[config.mk]
export PLATFORM = sky130hd
export DESIGN_NAME = dual_timer_top
export DESIGN_NICKNAME = d
export VERILOG_FILES = /design/src/logic/pin_filter.v /design/src/logic/prescale_tick.v /design/src/logic/dual_timer_top.v
export VERILOG_INCLUDE_DIRS = /design/src /design/src/logic
export SDC_FILE = /design/constraint.sdc
export NUM_CORES = 1
export LEC_CHECK = 0
export ABC_CLOCK_PERIOD_IN_PS = 5800
export BUFFER_PORTS_ARGS = -buffer_cell sky130_fd_sc_hd__buf_2
export CAP_MARGIN = 10
export CORE_UTILIZATION = 60
export CTS_CLUSTER_SIZE = 16
export DETAILED_ROUTE_END_ITERATION = 8
export GPL_ROUTABILITY_DRIVEN = 0
export PLACE_DENSITY_LB_ADDON = 0.2
export SETUP_SLACK_MARGIN = 0.5
export SLEW_MARGIN = 20
export SYNTH_ARGS = -nofsm -noshare
export SYNTH_HDL_FRONTEND = slang
export SYNTH_HIERARCHICAL = 1
export SYNTH_SLANG_ARGS = --single-unit
[constraint.sdc]
create_clock -name sys_clk -period 5.8 [get_ports sys_clk]
set_input_delay 1.45 -clock sys_clk [delete_from_list [all_inputs] [get_ports sys_clk]]
set_output_delay 1.45 -clock sys_clk [all_outputs]
set_load 0.005 [all_outputs]
[src/logic/timer_consts.vh]
// Constants for the dual four-mode timer/counter block
// Overview of operation
// - Timer ticks every clock or every twelve
// - Event pin sampled each clock, fall counts
// - Fall recognised in four clocks, counts on the next
// - Count only when run and gate allow
// - Mode register: timer1 high nibble, timer0 low
// - Source select: clear internal, set event pin
// - Mode field: 13-bit, 16-bit, reload, split
// - Mode 0 uses high byte, five low bits
// - Rollover to zero sets overflow flag
// - Setting run leaves count bytes untouched
// - Mode 1 cascades bytes, no prescaler
// - Mode 2 reloads low from high, flags
// - Timer 1 in mode 3 holds count
// - Split mode: high byte uses timer1 controls
// - Timer 1 still runs as baud source
// - Flags set on overflow, cleared on vector
// - Control bits: flag1 7, run1 6, flag0 5, run0 4
// - Fast select bits 7 and 6 choose clock
// - Auxiliary bit 0 enables timer 0 clock-out
// - Clock-out toggles at timer 0 overflow, 50%
`ifndef TIMER_CONSTS_VH
`define TIMER_CONSTS_VH

// ****************************************
// Register indices, byte address is four times
// ****************************************
`define IDX_CTRL       8'h88
`define IDX_MODE       8'h89
`define IDX_LOW0       8'h8a
`define IDX_LOW1       8'h8b
`define IDX_HIGH0      8'h8c
`define IDX_HIGH1      8'h8d
`define IDX_AUX        8'ha6

// ****************************************
// Field positions
// ****************************************
`define CTRL_FLAG1     7
`define CTRL_RUN1      6
`define CTRL_FLAG0     5
`define CTRL_RUN0      4
`define MODE_T1_SHIFT  4
`define NIB_GATE       3
`define NIB_SRC        2
`define NIB_MHI        1
`define NIB_MLO        0
`define AUX_FAST0      7
`define AUX_FAST1      6
`define AUX_CKOE       0

// ****************************************
// Mode codes, reset values, timing
// ****************************************
`define MODE_13BIT     2'b00
`define MODE_16BIT     2'b01
`define MODE_RELOAD    2'b10
`define MODE_SPLIT     2'b11
`define RESET_BYTE     8'h00
`define SLOW_DIVIDE    12

`endif

[src/logic/pin_filter.v]
// Three-stage synchroniser with agreement filter and fall detect
`timescale 1ns/1ps
module pin_filter (
   // Clock and reset
   input  wire sys_clk,
   input  wire rstn,
   // Pin side
   input  wire pin_in,
   // Filtered result
   output reg  level_r,
   output reg  fall_r
);
   reg s1_r;
   reg s2_r;
   reg s3_r;

   // ****************************************
   // Synchroniser chain and filter
   // ****************************************
   // A level change counts once the second and third stages agree
   always @(posedge sys_clk) begin
      if (!rstn) begin
         s1_r    <= 1'b0;
         s2_r    <= 1'b0;
         s3_r    <= 1'b0;
         level_r <= 1'b0;
         fall_r  <= 1'b0;
      end else begin
         s1_r <= pin_in;
         s2_r <= s1_r;
         s3_r <= s2_r;
         if (s2_r == s3_r) begin
            level_r <= s3_r;
         end
         fall_r <= (s2_r == s3_r) && level_r && !s3_r;
      end
   end
endmodule // pin_filter

[src/logic/prescale_tick.v]
// Divider giving a one-cycle tick every DIVIDE clocks
`timescale 1ns/1ps
module prescale_tick #(
   parameter DIVIDE = 12
) (
   // Clock and reset
   input  wire sys_clk,
   input  wire rstn,
   // Tick out
   output reg  tick_r
);
   reg [7:0] cnt_r;

   // Free-running count, tick on the last state
   always @(posedge sys_clk) begin
      if (!rstn) begin
         cnt_r  <= 8'h00;
         tick_r <= 1'b0;
      end else if (cnt_r == DIVIDE[7:0] - 8'h01) begin
         cnt_r  <= 8'h00;
         tick_r <= 1'b1;
      end else begin
         cnt_r  <= cnt_r + 8'h01;
         tick_r <= 1'b0;
      end
   end
endmodule // prescale_tick

[src/logic/dual_timer_top.v]
// Two 16-bit timer/counters with four modes behind an APB slave
`timescale 1ns/1ps
`include "timer_consts.vh"
module dual_timer_top (
   // Clock and reset
   input  wire        sys_clk,
   input  wire        rstn,
   // APB slave
   input  wire        psel,
   input  wire        penable,
   input  wire        pwrite,
   input  wire [11:0] paddr,
   input  wire [31:0] pwdata,
   output reg  [31:0] prdata,
   output reg         pready,
   output reg         pslverr,
   // Board pins
   input  wire        timer0_event_pin,
   input  wire        timer1_event_pin,
   input  wire        timer0_gate_pin,
   input  wire        timer1_gate_pin,
   // Processor vectoring into the overflow routines
   input  wire        timer0_vector_ack,
   input  wire        timer1_vector_ack,
   // Outputs
   output reg         timer0_clockout_pin,
   output reg         timer0_clockout_oe,
   output reg         timer1_overflow_pulse
);
   // ****************************************
   // Declarations
   // ****************************************
   reg  [7:0]  timer0_count_low_r;
   reg  [7:0]  timer0_count_high_r;
   reg  [7:0]  timer1_count_low_r;
   reg  [7:0]  timer1_count_high_r;
   reg  [7:0]  timer_mode_select_r;
   reg  [7:0]  auxiliary_control_two_r;
   reg         timer0_run_r;
   reg         timer1_run_r;
   reg         timer0_overflow_flag_r;
   reg         timer1_overflow_flag_r;
   wire        ev0_lvl;
   wire        ev1_lvl;
   wire        ev0_fall;
   wire        ev1_fall;
   wire        gate0_lvl;
   wire        gate1_lvl;
   wire        gate0_fall;
   wire        gate1_fall;
   wire        slow_tick;
   wire [3:0]  nib0;
   wire [3:0]  nib1;
   wire [1:0]  mode0;
   wire [1:0]  mode1;
   wire        split0;
   wire        en0;
   wire        en1;
   wire        tick0;
   wire        tick1;
   wire        tick_hi_split;
   wire [16:0] step0;
   wire [16:0] step1;
   wire [8:0]  low_split_sum;
   wire [8:0]  high_split_sum;
   wire        setup;
   wire        access;
   wire [7:0]  wr_sel;
   wire        wr;
   reg  [7:0]  rd_byte;
   reg  [7:0]  low0_nxt;
   reg  [7:0]  high0_nxt;
   reg  [7:0]  low1_nxt;
   reg  [7:0]  high1_nxt;
   reg         ovf0;
   reg         ovf1;
   reg         ovf_hi_split;
   reg         flag0_set;
   reg         flag1_set;

   // ****************************************
   // Functions
   // ****************************************
   // Register index decode: index when word aligned and mapped, else zero
   function [7:0] reg_index;
      input [11:0] addr;
      begin
         reg_index = 8'h00;
         if (addr[1:0] == 2'b00) begin
            case (addr[9:2])
               `IDX_CTRL, `IDX_MODE, `IDX_AUX,
               `IDX_LOW0, `IDX_LOW1, `IDX_HIGH0, `IDX_HIGH1: reg_index = addr[9:2];
               default: reg_index = 8'h00;
            endcase
            if (addr[11:10] != 2'b00) begin
               reg_index = 8'h00;
            end
         end
      end
   endfunction

   // One count step: {overflow, high byte, low byte}
   function [16:0] count_step;
      input [1:0] mode;
      input [7:0] lo;
      input [7:0] hi;
      reg   [16:0] sum;
      begin
         sum = 17'h00000;
         case (mode)
            `MODE_13BIT: begin
               // 13-bit count; upper three low bits are left untouched
               if (lo[4:0] == 5'h1f) begin
                  sum = {1'b0, hi, 8'h00} + 17'h00100;
                  count_step = {sum[16], sum[15:8], lo[7:5], 5'h00};
               end else begin
                  count_step = {1'b0, hi, lo[7:5], lo[4:0] + 5'h01};
               end
            end
            `MODE_16BIT: begin
               sum = {1'b0, hi, lo} + 17'h00001;
               count_step = sum;
            end
            `MODE_RELOAD: begin
               if (lo == 8'hff) begin
                  count_step = {1'b1, hi, hi};
               end else begin
                  count_step = {1'b0, hi, lo + 8'h01};
               end
            end
            default: begin
               count_step = {1'b0, hi, lo};
            end
         endcase
      end
   endfunction

   // ****************************************
   // Pin conditioning and prescaler
   // ****************************************
   pin_filter u_ev0 (
      .sys_clk (sys_clk),
      .rstn    (rstn),
      .pin_in  (timer0_event_pin),
      .level_r (ev0_lvl),
      .fall_r  (ev0_fall)
   );
   pin_filter u_ev1 (
      .sys_clk (sys_clk),
      .rstn    (rstn),
      .pin_in  (timer1_event_pin),
      .level_r (ev1_lvl),
      .fall_r  (ev1_fall)
   );
   pin_filter u_gate0 (
      .sys_clk (sys_clk),
      .rstn    (rstn),
      .pin_in  (timer0_gate_pin),
      .level_r (gate0_lvl),
      .fall_r  (gate0_fall)
   );
   pin_filter u_gate1 (
      .sys_clk (sys_clk),
      .rstn    (rstn),
      .pin_in  (timer1_gate_pin),
      .level_r (gate1_lvl),
      .fall_r  (gate1_fall)
   );
   prescale_tick #(
      .DIVIDE (`SLOW_DIVIDE)
   ) u_div (
      .sys_clk (sys_clk),
      .rstn    (rstn),
      .tick_r  (slow_tick)
   );

   // ****************************************
   // Count enables and tick sources
   // ****************************************
   assign nib0   = timer_mode_select_r[3:0];
   assign nib1   = timer_mode_select_r[`MODE_T1_SHIFT+3:`MODE_T1_SHIFT];
   assign mode0  = {nib0[`NIB_MHI], nib0[`NIB_MLO]};
   assign mode1  = {nib1[`NIB_MHI], nib1[`NIB_MLO]};
   assign split0 = (mode0 == `MODE_SPLIT);
   // Run bit enables counting, and the gate pin must also be high when the gate bit is set
   assign en0 = timer0_run_r && (!nib0[`NIB_GATE] || gate0_lvl);
   assign en1 = timer1_run_r && (!nib1[`NIB_GATE] || gate1_lvl);
   // Event fall in counter function, clock in timer function
   assign tick0 = nib0[`NIB_SRC] ? ev0_fall :
                  (auxiliary_control_two_r[`AUX_FAST0] ? 1'b1 : slow_tick);
   assign tick1 = nib1[`NIB_SRC] ? ev1_fall :
                  (auxiliary_control_two_r[`AUX_FAST1] ? 1'b1 : slow_tick);
   // Split high byte counts machine cycles on the timer 1 run bit
   assign tick_hi_split = slow_tick && timer1_run_r;
   assign step0 = count_step(mode0, timer0_count_low_r, timer0_count_high_r);
   assign step1 = count_step(mode1, timer1_count_low_r, timer1_count_high_r);
   assign low_split_sum  = {1'b0, timer0_count_low_r} + 9'h001;
   assign high_split_sum = {1'b0, timer0_count_high_r} + 9'h001;

   // ****************************************
   // APB decode
   // ****************************************
   assign setup  = psel && !penable;
   assign access = psel && penable && pready;
   assign wr_sel = reg_index(paddr);
   assign wr     = access && pwrite && (wr_sel != 8'h00);

   // ****************************************
   // Next count values
   // ****************************************
   // Counting first, then a software write of the same byte overrides it
   always @* begin
      low0_nxt     = timer0_count_low_r;
      high0_nxt    = timer0_count_high_r;
      low1_nxt     = timer1_count_low_r;
      high1_nxt    = timer1_count_high_r;
      ovf0         = 1'b0;
      ovf1         = 1'b0;
      ovf_hi_split = 1'b0;
      if (split0) begin
         // Two separate 8-bit counters
         if (en0 && tick0) begin
            low0_nxt = low_split_sum[7:0];
            ovf0     = low_split_sum[8];
         end
         if (tick_hi_split) begin
            high0_nxt    = high_split_sum[7:0];
            ovf_hi_split = high_split_sum[8];
         end
      end else if (en0 && tick0) begin
         low0_nxt  = step0[7:0];
         high0_nxt = step0[15:8];
         ovf0      = step0[16];
      end
      // Timer 1 keeps counting for the baud source even when split
      if (en1 && tick1) begin
         low1_nxt  = step1[7:0];
         high1_nxt = step1[15:8];
         ovf1      = step1[16];
      end
      if (wr && wr_sel == `IDX_LOW0) begin
         low0_nxt = pwdata[7:0];
      end
      if (wr && wr_sel == `IDX_HIGH0) begin
         high0_nxt = pwdata[7:0];
      end
      if (wr && wr_sel == `IDX_LOW1) begin
         low1_nxt = pwdata[7:0];
      end
      if (wr && wr_sel == `IDX_HIGH1) begin
         high1_nxt = pwdata[7:0];
      end
      flag0_set = ovf0;
      // While split the timer 1 flag belongs to the timer 0 high byte
      flag1_set = split0 ? ovf_hi_split : ovf1;
   end

   // ****************************************
   // Read multiplexer
   // ****************************************
   always @* begin
      case (wr_sel)
         `IDX_CTRL:  rd_byte = {timer1_overflow_flag_r, timer1_run_r,
                                timer0_overflow_flag_r, timer0_run_r, 4'h0};
         `IDX_MODE:  rd_byte = timer_mode_select_r;
         `IDX_AUX:   rd_byte = auxiliary_control_two_r;
         `IDX_LOW0:  rd_byte = timer0_count_low_r;
         `IDX_HIGH0: rd_byte = timer0_count_high_r;
         `IDX_LOW1:  rd_byte = timer1_count_low_r;
         `IDX_HIGH1: rd_byte = timer1_count_high_r;
         default:    rd_byte = 8'h00;
      endcase
   end

   // ****************************************
   // APB answer: ready one cycle after setup
   // ****************************************
   always @(posedge sys_clk) begin
      if (!rstn) begin
         pready  <= 1'b0;
         prdata  <= 32'h00000000;
         pslverr <= 1'b0;
      end else begin
         pready  <= setup;
         if (setup) begin
            prdata  <= pwrite ? 32'h00000000 : {24'h000000, rd_byte};
            pslverr <= (wr_sel == 8'h00);
         end else begin
            prdata  <= 32'h00000000;
            pslverr <= 1'b0;
         end
      end
   end

   // ****************************************
   // Registers and counters
   // ****************************************
   always @(posedge sys_clk) begin
      if (!rstn) begin
         timer0_count_low_r      <= `RESET_BYTE;
         timer0_count_high_r     <= `RESET_BYTE;
         timer1_count_low_r      <= `RESET_BYTE;
         timer1_count_high_r     <= `RESET_BYTE;
         timer_mode_select_r     <= `RESET_BYTE;
         auxiliary_control_two_r <= `RESET_BYTE;
         timer0_run_r            <= 1'b0;
         timer1_run_r            <= 1'b0;
         timer0_overflow_flag_r  <= 1'b0;
         timer1_overflow_flag_r  <= 1'b0;
      end else begin
         // Run bits touch only themselves, never the count bytes
         timer0_count_low_r  <= low0_nxt;
         timer0_count_high_r <= high0_nxt;
         timer1_count_low_r  <= low1_nxt;
         timer1_count_high_r <= high1_nxt;
         if (wr && wr_sel == `IDX_MODE) begin
            timer_mode_select_r <= pwdata[7:0];
         end
         if (wr && wr_sel == `IDX_AUX) begin
            auxiliary_control_two_r <= pwdata[7:0];
         end
         if (wr && wr_sel == `IDX_CTRL) begin
            timer0_run_r <= pwdata[`CTRL_RUN0];
            timer1_run_r <= pwdata[`CTRL_RUN1];
         end
         // Set wins over vector clear and over a software write
         if (flag0_set) begin
            timer0_overflow_flag_r <= 1'b1;
         end else if (timer0_vector_ack) begin
            timer0_overflow_flag_r <= 1'b0;
         end else if (wr && wr_sel == `IDX_CTRL) begin
            timer0_overflow_flag_r <= pwdata[`CTRL_FLAG0];
         end
         if (flag1_set) begin
            timer1_overflow_flag_r <= 1'b1;
         end else if (timer1_vector_ack) begin
            timer1_overflow_flag_r <= 1'b0;
         end else if (wr && wr_sel == `IDX_CTRL) begin
            timer1_overflow_flag_r <= pwdata[`CTRL_FLAG1];
         end
      end
   end

   // ****************************************
   // Clock-out and baud pulse
   // ****************************************
   // Clock-out toggles on each timer 0 overflow, giving an even duty cycle
   always @(posedge sys_clk) begin
      if (!rstn) begin
         timer0_clockout_pin   <= 1'b0;
         timer0_clockout_oe    <= 1'b0;
         timer1_overflow_pulse <= 1'b0;
      end else begin
         timer0_clockout_oe <= auxiliary_control_two_r[`AUX_CKOE];
         if (!auxiliary_control_two_r[`AUX_CKOE]) begin
            timer0_clockout_pin <= 1'b0;
         end else if (ovf0) begin
            timer0_clockout_pin <= !timer0_clockout_pin;
         end
         timer1_overflow_pulse <= ovf1;
      end
   end
endmodule // dual_timer_top

==> metrics <==
Final Hold Fails=0; sequential power share=57.1%; nets=735; Rel. slew slack=29.1%; largest net degree at the start of global routing=48; Final Max Slew Viols=0; CP endpoint kind=flop; Core ar.=8760 µm²; Gate power share=5.5%; Crit Path Category=in -> reg; highest routed layer=met4; Die Ht=97.6 µm; clk sinks=92; total power=1.12 mW; DR vias/cell=6.41; routed len/inst=18.0 µm; layout cells sized above 1=13.9%; I/O pin total=92; Crit path largest cell delay=0.59 ns; final wirelength=14.1 mm; Hold-fix buffers, CTS=0; beginning of the worst hold path=u_gate1/s1_r; Pint=826 µW; GRT Overall Usage=29.8%; Die W=97.6 µm; Worst Tran Pin Value=1.06 ns; Reg-to-Reg End=timer0_count_high_r[2]; Antenna diodes=0; Synth warnings=6; Max rail drop VDD=0.157 mV; fin crit period=3.11 ns; CP Data Required Time=6.02 ns; Hold Crit Depth=1; die area=9520 µm²; worst skew pair latency=0.37 ns; skew final=0.00587 ns; outcome=completed; Final Non-Filler Cells=782; Initial Util=62.5%; CTS H-tree lvls=3; hold endpoint=u_gate1/s2_r; row cnt=34; signal arrival time at the worst endpoint=3.33 ns; Slowest cell on crit path=and4b_1; Post-Syn Instances=644; DR WL met2=6.18 mm; leakage=2.06 nW; Layout area overhead=5.16%; clock slew at reported path FFs=0.10 ns; switching pwr=299 µW; reg2reg start=timer0_count_low_r[0]; CP max FO=14; Avg Cell Area, Syn=8.51 µm²; register-to-register setup slack=3.21 ns; # setup viols final=0; max cap viols=0; setup bufs post-CTS=0; PostCTS Resize Cnt=0; CTS tree=yes; CTS buffer count=9; post-synthesis cell area=5480 µm²; final setup TNS=0 ns; CTS Buffer Depth=2; vias after detailed routing=5,016; initial antenna violation count=0; dpl cells=766; drt pass-1 iters=6; Power Density=195 nW/µm²; Post-DRT Antenna Nets=0; RSZ-0062 raised after global routing=no; met3 routed WL=1.27 mm; initial drt markers=476; Buffers on Ports=43; CP startpoint kind=input port; R2R cell count=10; fmax=321 MHz; Clk Tree Root Cell=clkbuf_8; sw frac=26.6%; hpwl dp=10.5 mm; Final Cycle Share=53.7%; worst-path cell chain=buf_2 > nor3b_2 > mux2i_4 > nor3_4 > and4b_1 > mux2i_1 > nor2_1; Post-route DRC=0; clock power share=37.4%; met1 wire length=6.05 mm; vias in the first global route=4,562; first-pass GRT wire length=22.7 mm; Hold Crit Class=reg -> reg; grt ovf=0
==> critical path, delay by kind of cell <==
kind / cells / cell delay, ns
AND/OR/NAND/NOR: 4 / 1.20
buffers and inverters: 1 / 0.26
multiplexers: 2 / 0.41
==> sequential cells by signal, summed over array words and instances, names as in the netlist, 8 cells and up <==
register	cells
auxiliary_control_two_r	8
prdata	8
timer0_count_high_r	8
timer0_count_low_r	8
timer1_count_high_r	8
timer1_count_low_r	8
timer_mode_select_r	8
u_div/cnt_r	8
==> per-stage QoR <==
step / cell area (µm²) / setup WS, ns / hold WS (ns) / util, %
finish: 5760 / 2.69 / 0.441 / 65.8
global route: 5760 / 2.55 / 0.464 / 65.8
CTS: 5760 / 2.72 / 0.446 / 65.8
detailed placement: 5570 / 2.34 / 0.421 / 63.6
global placement: 5570 / 2.38 / 0.413 / 63.6
floorplan: 5570 / 2.90 / 0.412 / -
==> power groups by stage <==
stage	Combinational (mW)	Clock, mW	Sequential, mW
after global routing	0.0677	0.455	0.643
after detailed placement	0.0608	0	0.657
after floorplan	0.0450	0	0.656
after CTS	0.0611	0.424	0.642
final	0.0618	0.421	0.642
after global placement	0.0593	0	0.656
==> routing by layer <==
metal / global-route usage (%) / up-vias
met5: 0 / -
met4: 14.6 / 0
met3: 5.25 / 47
met2: 45.7 / 270
met1: 40.5 / 2317
li1: - / 2382
==> worst max-delay path by stage <==
| stage | startpoint | to | slack (ns) |
|---|---|---|---|
| 3_5_place_dp | paddr[7] | timer_mode_select_r[6] | 2.34 |
| 5_1_grt | paddr[7] | timer_mode_select_r[7] | 2.55 |
| 4_1_cts | paddr[7] | timer_mode_select_r[6] | 2.72 |
| 3_3_place_gp | paddr[7] | timer_mode_select_r[2] | 2.38 |
| 6_report | paddr[7] | timer_mode_select_r[6] | 2.69 |
| 2_1_floorplan | paddr[4] | timer0_count_high_r[6] | 2.90 |
==> layout make-up <==
class                           instances  area (µm²)
Clock inverter                          7        66.3
Inverter                               12        45.0
Sequential cell                        92        1840
Multi-Input combinational cell        510        3330
Fill cell                             775        3000
Tap cell                              108         135
Timing Repair Buffer                   44         223
Clock buffer                            9         124
==> cell usage in the layout (no fill, tap or decap), types with 6 or more instances in the layout <==
cell type  count
a21o_1         6
a21oi_1       42
a222oi_1       8
a31oi_1        7
and2_1        13
and3_1        15
buf_2         43
clkbuf_8       9
conb_1        24
dfxtp_1       92
ha_1          11
inv_1         12
mux2i_1       27
nand2_1       57
nand2b_1       7
nand3_1       25
nand3b_1       6
nand4_1       13
nor2_1        49
nor2b_1        6
nor3_1        17
o211ai_1      12
o21a_1        10
o21ai_0       42
or3_1          8
xnor2_1        7
xor2_1         7
(Power assumes the default switching activity.)
